### src/design/epb_pkg.sv
// Purpose: constants and types for the enhanced pwm bridge control block
// Assumes: apb slave, 32-bit data, one word per register
// Notes:   offsets, resets, fields, prescale, timing and mode codes are named here
package epb_pkg;
    localparam logic [7:0] OFF_CTRL   = 8'h00;
    localparam logic [7:0] OFF_DUTY   = 8'h04;
    localparam logic [7:0] OFF_PERIOD = 8'h08;
    localparam logic [7:0] OFF_PRESC  = 8'h0c;
    localparam logic [7:0] OFF_CMP    = 8'h10;
    localparam logic [7:0] OFF_FIRST_TIMER_COUNT   = 8'h14;
    localparam logic [7:0] OFF_STAT   = 8'h18;
    localparam logic [7:0] OFF_MASK   = 8'h1c;

    localparam logic [7:0]  CTRL_RST   = 8'h00;
    localparam logic [7:0]  DUTY_RST   = 8'h00;
    localparam logic [7:0]  PERIOD_RST = 8'hff;
    localparam logic [1:0]  PRESC_RST  = 2'h0;
    localparam logic [15:0] CMP_RST    = 16'h0000;
    localparam logic [1:0]  MASK_RST   = 2'h0;

    // control register field positions
    localparam int CFG_HI   = 7;
    localparam int CFG_LO   = 6;
    localparam int DUTYL_HI = 5;
    localparam int DUTYL_LO = 4;

    // status / mask bit positions
    localparam int ST_MATCH  = 0;
    localparam int ST_PERIOD = 1;

    // prescaler terminal counts for divide by 1, 4 and 16
    localparam logic [3:0] PSC_TC1  = 4'h0;
    localparam logic [3:0] PSC_TC4  = 4'h3;
    localparam logic [3:0] PSC_TC16 = 4'hf;

    // timing: pclk is the oscillator, the fine count spans 4 tosc
    localparam int CLK_NS       = 8;
    localparam int TOSC_NS      = 8;
    localparam int DIR_WIN_TOSC = 4;
    localparam int FINE_LAST    = DIR_WIN_TOSC - 1;
    localparam int DEAD_NS      = 16;
    localparam int DEAD_CYC_I   = (DEAD_NS + CLK_NS - 1) / CLK_NS;
    localparam logic [3:0] DEAD_CYC = 4'(DEAD_CYC_I);
    localparam logic [1:0] FINE_TC  = 2'(FINE_LAST * TOSC_NS / CLK_NS);

    typedef enum logic [3:0] {
        MODE_OFF     = 4'b0000,
        MODE_CMP_TOG = 4'b0010,
        MODE_CAP_F   = 4'b0100,
        MODE_CAP_R   = 4'b0101,
        MODE_CAP_R4  = 4'b0110,
        MODE_CAP_R16 = 4'b0111,
        MODE_CMP_SET = 4'b1000,
        MODE_CMP_CLR = 4'b1001,
        MODE_CMP_SWI = 4'b1010,
        MODE_CMP_SPE = 4'b1011,
        MODE_PWM_HH  = 4'b1100
    } epb_mode_type;

    typedef enum logic [1:0] {
        CFG_SINGLE = 2'b00,
        CFG_FWD    = 2'b01,
        CFG_HALF   = 2'b10,
        CFG_REV    = 2'b11
    } epb_cfg_type;

    // index 0..3 are bridge_out_a..bridge_out_d
    typedef struct packed {
        logic [3:0] lvl;
        logic [3:0] oe;
    } epb_pins_type;

    typedef struct packed {
        logic [7:0]   ctrl;
        logic [7:0]   duty_hi;
        logic [7:0]   period;
        logic [1:0]   presc;
        logic [15:0]  cmp;
        logic [1:0]   mask;
        logic [1:0]   stat;
        logic [15:0]  first_timer_count;
        logic [7:0]   tmr2;
        logic [1:0]   fine;
        logic [3:0]   psc_cnt;
        logic [9:0]   duty_lat;
        logic         dir;
        logic [3:0]   cap_cnt;
        logic         cap_prev;
        logic         cmp_out;
        logic         pwm_prev;
        logic [3:0]   dead;
        epb_pins_type pins;
        logic         irq;
        logic         pready;
        logic         pslverr;
        logic [31:0]  prdata;
    } epb_state_type;
endpackage

### src/design/epb_bridge.sv
// Purpose: capture/compare/pwm unit with single, half and full bridge out
// Assumes: pclk is the oscillator, all inputs synchronous to pclk
// Notes:   registers on apb; one level interrupt from status and mask
//
// The APB register port and the register addresses were left to the implementer.
`timescale 1ns/1ps
module epb_bridge (
    input  wire logic                  pclk,
    input  wire logic                  presetn,
    input  wire logic                  psel,
    input  wire logic                  penable,
    input  wire logic                  pwrite,
    input  wire logic [7:0]            paddr,
    input  wire logic [31:0]           pwdata,
    output logic      [31:0]           prdata,
    output logic                       pready,
    output logic                       pslverr,
    input  wire logic                  capture_in,
    output epb_pkg::epb_pins_type      bridge_pins,
    output logic                       irq
);
    epb_pkg::epb_state_type s;
    epb_pkg::epb_state_type n;

    logic       acc;
    logic       wr;
    logic       rd;
    logic [3:0] mode;
    logic       pwm;
    logic       fb;
    logic       tick;
    logic [3:0] tc;
    logic       per_end;
    logic       win;
    logic       pmod;
    logic       dir_eff;
    logic       match;
    logic       cap_ev;
    logic [1:0] ev;
    logic [1:0] clr;
    logic [3:0] act;
    logic       dead_on;

    always_comb begin
        n = s;
        acc = psel & penable & s.pready;
        wr = acc & pwrite;
        rd = acc & ~pwrite;
        mode = s.ctrl[3:0];
        pwm = (mode[3:2] == 2'b11);
        fb = s.ctrl[epb_pkg::CFG_LO];
        ev = 2'b00;
        clr = 2'b00;
        act = 4'h0;
        match = 1'b0;
        cap_ev = 1'b0;
        // zero wait state: ready is registered in the setup cycle, high in the access cycle
        n.pready = psel & ~penable;
        if (psel && !penable) begin
            n.pslverr = 1'b0;
            unique case (paddr)
                epb_pkg::OFF_CTRL:   n.prdata = {24'h0, s.ctrl};
                epb_pkg::OFF_DUTY:   n.prdata = {24'h0, s.duty_hi};
                epb_pkg::OFF_PERIOD: n.prdata = {24'h0, s.period};
                epb_pkg::OFF_PRESC:  n.prdata = {30'h0, s.presc};
                epb_pkg::OFF_CMP:    n.prdata = {16'h0, s.cmp};
                epb_pkg::OFF_FIRST_TIMER_COUNT:   n.prdata = {16'h0, s.first_timer_count};
                epb_pkg::OFF_STAT:   n.prdata = {30'h0, s.stat};
                epb_pkg::OFF_MASK:   n.prdata = {30'h0, s.mask};
                default: begin
                    n.prdata = 32'h0;
                    n.pslverr = 1'b1;
                end
            endcase
        end
        if (rd && paddr == epb_pkg::OFF_STAT) begin
            clr = s.stat;
        end

        // prescaler for the period timer, divide 1, 4 or 16
        unique case (s.presc)
            2'b00:   tc = epb_pkg::PSC_TC1;
            2'b01:   tc = epb_pkg::PSC_TC4;
            default: tc = epb_pkg::PSC_TC16;
        endcase
        tick = pwm & (s.psc_cnt >= tc);
        per_end = tick && (s.fine == epb_pkg::FINE_TC)
                  && (s.tmr2 == s.period);
        if (pwm) begin
            n.psc_cnt = tick ? 4'h0 : 4'(s.psc_cnt + 4'h1);
        end
        if (tick) begin
            n.fine = 2'(s.fine + 2'h1);
            if (s.fine == epb_pkg::FINE_TC) begin
                n.tmr2 = (s.tmr2 == s.period) ? 8'h00
                                              : 8'(s.tmr2 + 8'h01);
            end
        end
        if (per_end) begin
            n.duty_lat = {s.duty_hi, s.ctrl[epb_pkg::DUTYL_HI:
                                            epb_pkg::DUTYL_LO]};
            n.dir = s.ctrl[epb_pkg::CFG_HI];
            ev[epb_pkg::ST_PERIOD] = 1'b1;
        end
        pmod = ({s.tmr2, s.fine} < s.duty_lat);

        // last timer count of the period is 4 tosc times the prescale
        win = pwm && fb && (s.tmr2 == s.period)
              && (s.dir != s.ctrl[epb_pkg::CFG_HI]);
        dir_eff = win ? s.ctrl[epb_pkg::CFG_HI] : s.dir;

        // dead band only guards the half-bridge pair
        n.pwm_prev = pmod;
        dead_on = (pmod != s.pwm_prev) || (s.dead != 4'h0);
        // the edge cycle itself is the first dead cycle of the gap
        if (pmod != s.pwm_prev) begin
            n.dead = 4'(epb_pkg::DEAD_CYC - 4'h1);
        end else if (s.dead != 4'h0) begin
            n.dead = 4'(s.dead - 4'h1);
        end

        // compare and capture time base
        if (!pwm && mode != epb_pkg::MODE_OFF) begin
            n.first_timer_count = 16'(s.first_timer_count + 16'h0001);
            match = (s.first_timer_count == s.cmp) && (mode[3] || mode == 4'b0010);
        end
        n.cap_prev = capture_in;
        if (mode[3:2] == 2'b01) begin
            if (mode == epb_pkg::MODE_CAP_F) begin
                cap_ev = s.cap_prev & ~capture_in;
            end else if (!s.cap_prev && capture_in) begin
                n.cap_cnt = 4'(s.cap_cnt + 4'h1);
                unique case (mode[1:0])
                    2'b01:   cap_ev = 1'b1;
                    2'b10:   cap_ev = (s.cap_cnt[1:0] == 2'b11);
                    default: cap_ev = (s.cap_cnt == 4'hf);
                endcase
            end
        end

        // register writes; hardware updates below take precedence
        if (wr) begin
            unique case (paddr)
                epb_pkg::OFF_CTRL: begin
                    n.ctrl = pwdata[7:0];
                    n.cmp_out = pwdata[0];
                end
                epb_pkg::OFF_DUTY:   n.duty_hi = pwdata[7:0];
                epb_pkg::OFF_PERIOD: n.period = pwdata[7:0];
                epb_pkg::OFF_PRESC:  n.presc = pwdata[1:0];
                epb_pkg::OFF_CMP:    n.cmp = pwdata[15:0];
                epb_pkg::OFF_MASK:   n.mask = pwdata[1:0];
                default: ;
            endcase
        end
        if (cap_ev) begin
            n.cmp = s.first_timer_count;
            ev[epb_pkg::ST_MATCH] = 1'b1;
        end
        if (match) begin
            ev[epb_pkg::ST_MATCH] = 1'b1;
            unique case (mode)
                epb_pkg::MODE_CMP_SET: n.cmp_out = 1'b1;
                epb_pkg::MODE_CMP_CLR: n.cmp_out = 1'b0;
                epb_pkg::MODE_CMP_TOG: n.cmp_out = ~s.cmp_out;
                epb_pkg::MODE_CMP_SPE: n.first_timer_count = 16'h0000;
                default: ;
            endcase
        end

        // pins
        n.pins.oe = 4'h0;
        n.pins.lvl = 4'h0;
        if (pwm) begin
            unique case (epb_pkg::epb_cfg_type'(s.ctrl[7:6]))
                epb_pkg::CFG_SINGLE: begin
                    n.pins.oe = 4'b0001;
                    act[0] = pmod;
                end
                epb_pkg::CFG_HALF: begin
                    n.pins.oe = 4'b0011;
                    act[0] = pmod & ~dead_on;
                    act[1] = ~pmod & ~dead_on;
                end
                default: begin
                    // no dead band in full bridge, one leg switches at once
                    n.pins.oe = 4'b1111;
                    if (!dir_eff) begin
                        act = {pmod & ~win, 1'b0, 1'b0, 1'b1};
                    end else begin
                        act = {1'b0, 1'b1, pmod & ~win, 1'b0};
                    end
                end
            endcase
            // mode bit1 inverts a/c, bit0 inverts b/d
            n.pins.lvl = act
                         ^ {mode[0], mode[1], mode[0], mode[1]};
        end else begin
            // only pin a is used, b..d left to the port
            if (mode == epb_pkg::MODE_CMP_SET || mode == epb_pkg::MODE_CMP_CLR
                || mode == epb_pkg::MODE_CMP_TOG) begin
                n.pins.oe = 4'b0001;
                n.pins.lvl = {3'b000, n.cmp_out};
            end
        end

        if (mode == epb_pkg::MODE_OFF) begin
            n.first_timer_count = 16'h0000;
            n.tmr2 = 8'h00;
            n.fine = 2'h0;
            n.psc_cnt = 4'h0;
            n.cap_cnt = 4'h0;
            n.dead = 4'h0;
            n.dir = 1'b0;
            n.duty_lat = 10'h000;
            n.pins = '0;
        end

        n.stat = (s.stat & ~clr) | ev;
        n.irq = |(n.stat & n.mask);
    end

    always_ff @(posedge pclk or negedge presetn) begin
        if (!presetn) begin
            s <= '0;
            s.ctrl <= epb_pkg::CTRL_RST;
            s.duty_hi <= epb_pkg::DUTY_RST;
            s.period <= epb_pkg::PERIOD_RST;
            s.presc <= epb_pkg::PRESC_RST;
            s.cmp <= epb_pkg::CMP_RST;
            s.mask <= epb_pkg::MASK_RST;
        end else begin
            s <= n;
        end
    end

    assign prdata = s.prdata;
    assign pready = s.pready;
    assign pslverr = s.pslverr;
    assign bridge_pins = s.pins;
    assign irq = s.irq;
endmodule

### config.mk
export PLATFORM = sky130hd
export DESIGN_NAME = epb_bridge
export DESIGN_NICKNAME = d
export VERILOG_FILES = /design/src/design/epb_pkg.sv /design/src/design/epb_bridge.sv
export SDC_FILE = /design/constraint.sdc
export NUM_CORES = 1
export LEC_CHECK = 0
export ABC_AREA = 1
export BUFFER_PORTS_ARGS = -buffer_cell sky130_fd_sc_hd__clkbuf_2
export CORE_ASPECT_RATIO = 0.9
export CORE_MARGIN = 4
export CORE_UTILIZATION = 61
export DETAILED_ROUTE_END_ITERATION = 8
export PLACE_DENSITY_LB_ADDON = 0.08
export SYNTH_ARGS = -nofsm -noshare
export SYNTH_HDL_FRONTEND = slang
export SYNTH_SLANG_ARGS = --single-unit
### constraint.sdc
create_clock -name pclk -period 4.9 [get_ports pclk]
set_input_delay 0.98 -clock pclk [delete_from_list [all_inputs] [get_ports pclk]]
set_output_delay 0.98 -clock pclk [all_outputs]
set_load 0.005 [all_outputs]
==> results of run 1 <==
[through the flow]
| step | power, uW | area, sq um | cells | hold WS [ns] | utilization (%) |
|---|---|---|---|---|---|
| floorplan | 1342 | 7171 | 909 | 0.4449 | - |
| global placement | 1408 | 7297 | 1068 | 0.4594 | 63.81 |
| detailed placement | 1421 | 7297 | 1068 | 0.4659 | 63.81 |
| CTS | 2770 | 7928 | 1100 | 0.4793 | 69.33 |
| global route | 2864 | 7928 | 1100 | 0.5022 | 69.33 |
| finish | 2766 | 7928 | 1100 | 0.4767 | 69.33 |
[per-layer routing]
metal  global-route usage [%]  share of wire, %  vias to the layer above
met5                        0                 0                        -
met2                    43.67                45                      245
met3                    6.605               8.1                       35
met1                    41.61                45                     2971
met4                    10.23               2.1                        0
li1                         -                 -                     2939
[state kept, by name, summed over array words and instances, names as in the netlist]
name         count
bridge_pins      7
pready           1
pslverr          1
prdata          16
mode             4
s               93
irq              1
fb               1
[power by group through the flow]
stage / combinational (uW) / sequential [uW] / clock, uW
floorplan: 233 / 1110 / 0
global placement: 291 / 1120 / 0
detailed placement: 301 / 1120 / 0
CTS: 312 / 1100 / 1360
global route: 351 / 1110 / 1400
finish: 312 / 1100 / 1350
[synth_stat cells, types with 4 or more instances]
library cell  instances  area share, %
nor2_1               79            4.2
nand4_1              12            1.1
inv_1               122            6.4
xnor2_1               5           0.62
clkbuf_1             10           0.53
a21oi_1              17            1.2
o211ai_1              9           0.95
a21o_1                4           0.42
nand3_1              52            3.7
nand2_2               7           0.62
buf_2                 5           0.35
nor2_2                8           0.70
xor2_1               19            2.3
a31oi_1               9           0.79
nand2_1             184            9.7
ha_1                 24            4.2
dfstp_2               8            3.0
o22ai_1              26            2.3
buf_4                42            4.4
nor2_4                5           0.79
dfrtp_1             116             41
o21ai_0              73            5.1
nor3_1               13           0.91
inv_2                 5           0.26
o221ai_1              6           0.74
o21ai_1               8           0.56
[worst paths after layout]
path	startpoint	end	depth (start not counted)
setup / recovery	mode[0]$_DFFE_PN0P_	s[100]$_DFFE_PN0P_	8
hold / removal	prdata[1]$_DFFE_PN0P_	prdata[1]$_DFFE_PN0P_	1
setup reg to reg	mode[0]$_DFFE_PN0P_	s[100]$_DFFE_PN0P_	8
hold reg to reg	prdata[1]$_DFFE_PN0P_	prdata[1]$_DFFE_PN0P_	1
max in group asynchronous	presetn	s[76]$_DFFE_PN0P_	2
min in group asynchronous	presetn	mode[1]$_DFFE_PN0P_	1
[layout make-up]
cell class | count | area [sq um]
Clock buffer | 25 | 495.5
Clock inverter | 7 | 135.1
Fill cell | 937 | 3507
Inverter | 128 | 481.7
Multi-Input combinational cell | 599 | 3187
Sequential cell | 124 | 3113
Tap cell | 156 | 195.2
Timing Repair Buffer | 61 | 320.3
[critical path, cell delays in order, from the launching register on]
cell and delay [ns]:
dfrtp_1 0.41, inv_1 0.21, ha_1 0.29, o211ai_1 0.19
nand2_1 0.31, nand2_2 0.51, o21ai_2 0.45, o211ai_1 0.23
o21ai_0 0.12
[logic make-up (layout without fill, tap and decap cells)]
logic type               after synthesis  in the layout  synth area share [%]
AO/OA/AOI/OAI                        163            163                 13.45
XOR/XNOR                              24             24                 2.955
adder cells (fa/ha/maj)               24             24                 4.221
buffers and inverters                186            221                 12.24
flip-flops                           124            124                 43.76
other                                  1             16               0.05271
AND/OR/NAND/NOR                      372            372                 23.32
==> run_results.csv, run 1 <==
group,metric,value,unit
placed_design,dp_slack,1.768,ns
synthesis,async_flop_share,100.0,%
outcome,status,"finished clean",
global_route,grt_usage,29.12,%
routing,first_iter_violations,693,
routing,vias,6190,
timing,period_minus_slack,2.900,ns
synthesis,yosys_most_used_dff,"dfrtp_1",
timing,fmaxAchievable,344.9,MHz
synthesis,synth-seq-area-share,43.76,%
floorplanning,die_x,121.8,microns
routing,antenna_left,0,
placed_design,hpwl,13.43,mm
timing,setup_viol,0,
pwr,leakage,0.003895,uW
floorplanning,die_area,0.01346,sq mm
global_route,grt_pass1_vias,6049,
setup_path,critPathCaptureType,"flop",
placed_design,port_buffers,56,
pwr,switching_power,699.1,uW
clock_tree,postCtsSetupBuffers,0,
synthesis,ys_ff_latch,124,
routing,viasPerCell,5.627,
global_route,grt-ovfl-total,0,
setup_path,cp_max_fo,31,
setup_path,startpoint_type,"flop",
routing,drcViolationCount,0,
pwr,ir_drop,0.2763,mV
synthesis,syn_inst,894,
final_layout,final_cell_mix,"184 x nand2_1, 122 x inv_1, 116 x dfrtp_1",
synthesis,yosys_warnings,0,
floorplanning,num_rows,37,
setup_path,cp.arrival,3.16,ns
final_layout,final_common_cell,"nand2_1",
worst_hold_path,min_path_type,"reg -> reg",
final_layout,areaGrowthSynthToFinish,11.43,%
pwr,seq_power_share,39.9,%
pwr,pwr-share-clk,48.8,%
timing,finalMaxSlewViolations,0,
routing,firstDrtPassIters,5,
clock_tree,cts_buffers,17,
timing,maxSlewHeadroom,24.12,%
clock_tree,cts_root_buf,"clkbuf_16",
global_route,grt_max_degree,66,
timing,fin_skew,0.006958,ns
timing,timing.final.crit_share,59.18,%
setup_path,r2r_setup_slack,2.00,ns
synthesis,synthesis.area,0.007114,sq mm
synthesis,synthDistinctLibCells,44,
global_route,antenna_found_initial,0,
clock_tree,clkSlewWorstSetupHoldPaths,0.06,ns
clock_tree,cts_htree_levels,4,
global_route,grt_pass1_wl,30.62,mm
routing,wire_per_inst,16.93,microns
floorplanning,core_area,0.01143,sq mm
synthesis,avgSynthCellArea,7.958,sq um
pwr,combPwrFrac,11.3,%
clock_tree,clock-sinks,124,
timing,rsz0062_at_grt,"no",
placed_design,gp_congestion,0.9103,
floorplanning,initial_core_util,62.22,%
pwr,power_density,348.9,mW/mm^2
setup_path,critPathKind,"reg -> reg",
pwr,p_int,2067,uW
clock_tree,cts_resized,0,
floorplanning,io_pins,89,
floorplanning,die_h,110.5,microns
clock_tree,tritoncts,"built",
final_layout,antennaDiodeCount,0,
pwr,switching_share,25.28,%
routing,finalWirelength,18.62,mm
final_layout,final_nets,1001,
timing,fin_tns_setup,0,ns
final_layout,drive_gt1_share,14.41,%
setup_path,cp_data_required_time,5.16,ns
synthesis,synth-edff-count,0,
clock_tree,ctsHoldBuffers,0,
clock_tree,cts_buffer_depth,2,
timing,fin_ws,2.000,ns
timing,timing_hold_violations_final,0,
job,drv_cap,0,
timing,worst_pin_slew,1.138,ns
clock_tree,clock_latency,0.43,ns
Note: power is estimated with default switching activity, not from simulation.
==> run 2, diff against run 1 <==
- CORE_UTILIZATION: 61 -> 53
- clock period: 4.9 -> 2.6 ns (I/O delays scaled with it)
==> run 2 against run 1 <==
Net effect:
- first-iteration DRC count down 11%
- worst setup slack lost 1.7 ns
- via count down 0.23%
==> run_results.csv, run 2 (synthesis results as in run 1) <==
group,metric,value,unit
outcome,status,"finished clean",
clock_tree,postCtsSetupBuffers,0,
final_layout,areaGrowthSynthToFinish,13.51,%
routing,vias,6176,
clock_tree,cts_resized,0,
placed_design,gp_congestion,0.9354,
floorplanning,io_pins,89,
final_layout,final_core_util,62.45,%
setup_path,r2r-start,"mode[0]$_DFFE_PN0P_",
timing,finalMaxSlewViolations,0,
timing,setup_viol,0,
global_route,antenna_found_initial,0,
clock_tree,clock_latency,0.43,ns
clock_tree,tritoncts,"built",
final_layout,largest_reg_flops,93,
clock_tree,cts_root_buf,"clkbuf_16",
clock_tree,cts_htree_levels,4,
setup_path,critPathCaptureType,"flop",
global_route,grt-ovfl-total,0,
routing,antenna_left,0,
clock_tree,cts_buffers,17,
floorplanning,die_h,117.9,microns
floorplanning,num_rows,39,
floorplanning,die_x,130.1,microns
pwr,leakage,0.003968,uW
routing,first_iter_violations,618,
routing,finalWirelength,18.92,mm
routing,firstDrtPassIters,5,
final_layout,final_nets,1013,
routing,drcViolationCount,0,
final_layout,fillers,1121,
job,drv_cap,0,
setup_path,max_stage_delay,0.45,ns
final_layout,multi_input_area,0.003187,sq mm
timing,period_minus_slack,2.329,ns
floorplanning,core_area,0.01293,sq mm
timing,timing.final.crit_share,89.57,%
timing,worst_pin_slew,0.6266,ns
final_layout,final_common_cell,"nand2_1",
clock_tree,clkSlewWorstSetupHoldPaths,0.05,ns
final_layout,antennaDiodeCount,0,
setup_path,cp.arrival,2.61,ns
placed_design,hpwl,14.12,mm
placed_design,port_buffers,56,
pwr,ir_drop,0.5756,mV
timing,maxSlewHeadroom,58.12,%
final_layout,drive_gt1_share,15.69,%
clock_tree,cts_buffer_depth,2,
global_route,grt_usage,25.73,%
setup_path,cp_max_fo,15,
setup_path,crit_start,"mode[0]$_DFFE_PN0P_",
timing,timing_hold_violations_final,0,
final_layout,seqCellArea,0.003113,sq mm
setup_path,crit_family,"simple AND/OR/NAND/NOR gates",
clock_tree,ctsHoldBuffers,0,
setup_path,critPathKind,"reg -> reg",
worst_hold_path,min_path_type,"in -> async",
setup_path,path_buf_inv,2,
floorplanning,die_area,0.01534,sq mm
setup_path,cp_data_required_time,2.88,ns
global_route,grt_max_degree,45,
timing,fmaxAchievable,429.4,MHz
final_layout,largest-register,"s",
pwr,power_density,650.6,mW/mm^2
setup_path,crit_path_frequent_cell,"nand2_4",
global_route,grt_pass1_wl,30.74,mm
final_layout,final_cell_mix,"184 x nand2_1, 122 x inv_1, 116 x dfrtp_1",
timing,fin_tns_setup,0,ns
timing,rsz0062_at_grt,"no",
floorplanning,initial_core_util,55.02,%
routing,viasPerCell,5.514,
clock_tree,clock-sinks,124,
setup_path,worstPathCellList,"inv_1 > ha_1 > nand2_4 > nand2_4 > clkinv_2 > nand2_1 > nor2_2 > nand3_2 > o21ai_4 > nor2_1",
routing,wire_per_inst,16.89,microns
global_route,grt_pass1_vias,6054,
timing,fin_skew,0.01063,ns
setup_path,startpoint_type,"flop",
setup_path,cp_slowest_cell,"o21ai_4",
[run 2: report_power, final]
part | switching [uW] | leakage (uW) | internal, uW
Clock | 875 | 0.000310 | 1720
Combinational | 389 | 0.00204 | 195
Sequential | 70.6 | 0.00162 | 2010
Total | 1340 | 0.00397 | 3920
[run 2: final cells by class]
| class | count | area share [%] |
|---|---|---|
| multi-input cells | 599 | 39.46 |
| flip-flops and latches | 124 | 38.55 |
| well taps | 164 | 2.541 |
| clock inverters | 12 | 2.402 |
| repair buffers | 73 | 5.547 |
| clock buffers | 20 | 5.531 |
| inverters | 128 | 5.965 |
[run 2: worst paths after layout]
| check | slack (ns) | end | cells after the start |
|---|---|---|---|
| setup reg to reg | 0.27 | s[90]$_DFF_PN0_ | 10 |
| hold / removal | 0.08 | bridge_pins[4]$_DFF_PN0_ | 1 |
| min in group pclk | 0.22 | s[49]$_DFF_PN0_ | 1 |
| max in group asynchronous | 1.83 | s[122]$_DFFE_PN1P_ | 2 |
| hold reg to reg | 0.47 | prdata[12]$_DFFE_PN0P_ | 1 |
| setup / recovery | 0.27 | s[90]$_DFF_PN0_ | 10 |
[run 2: layer usage]
metal	part of all wire, %	routed length, microns	track usage, %
met5	0	0	0
met4	1.9	352	8.896
met3	8.2	1559	5.581
met2	43	8147	36.67
met1	47	8862	38.46
[run 2: metrics by stage]
step	cell area [sq um]	total power, uW	worst slack (ns)	cells	hold WS (ns)
after global routing	8075	5458	0.02145	1120	0.1218
after floorplan	7171	2529	0.7073	909	0.2244
after detailed placement	7435	2689	0.3107	1088	0.4658
after global placement	7435	2665	0.3753	1088	0.4618
after CTS	8075	5282	0.2946	1120	0.08934
final	8075	5254	0.2712	1120	0.07826
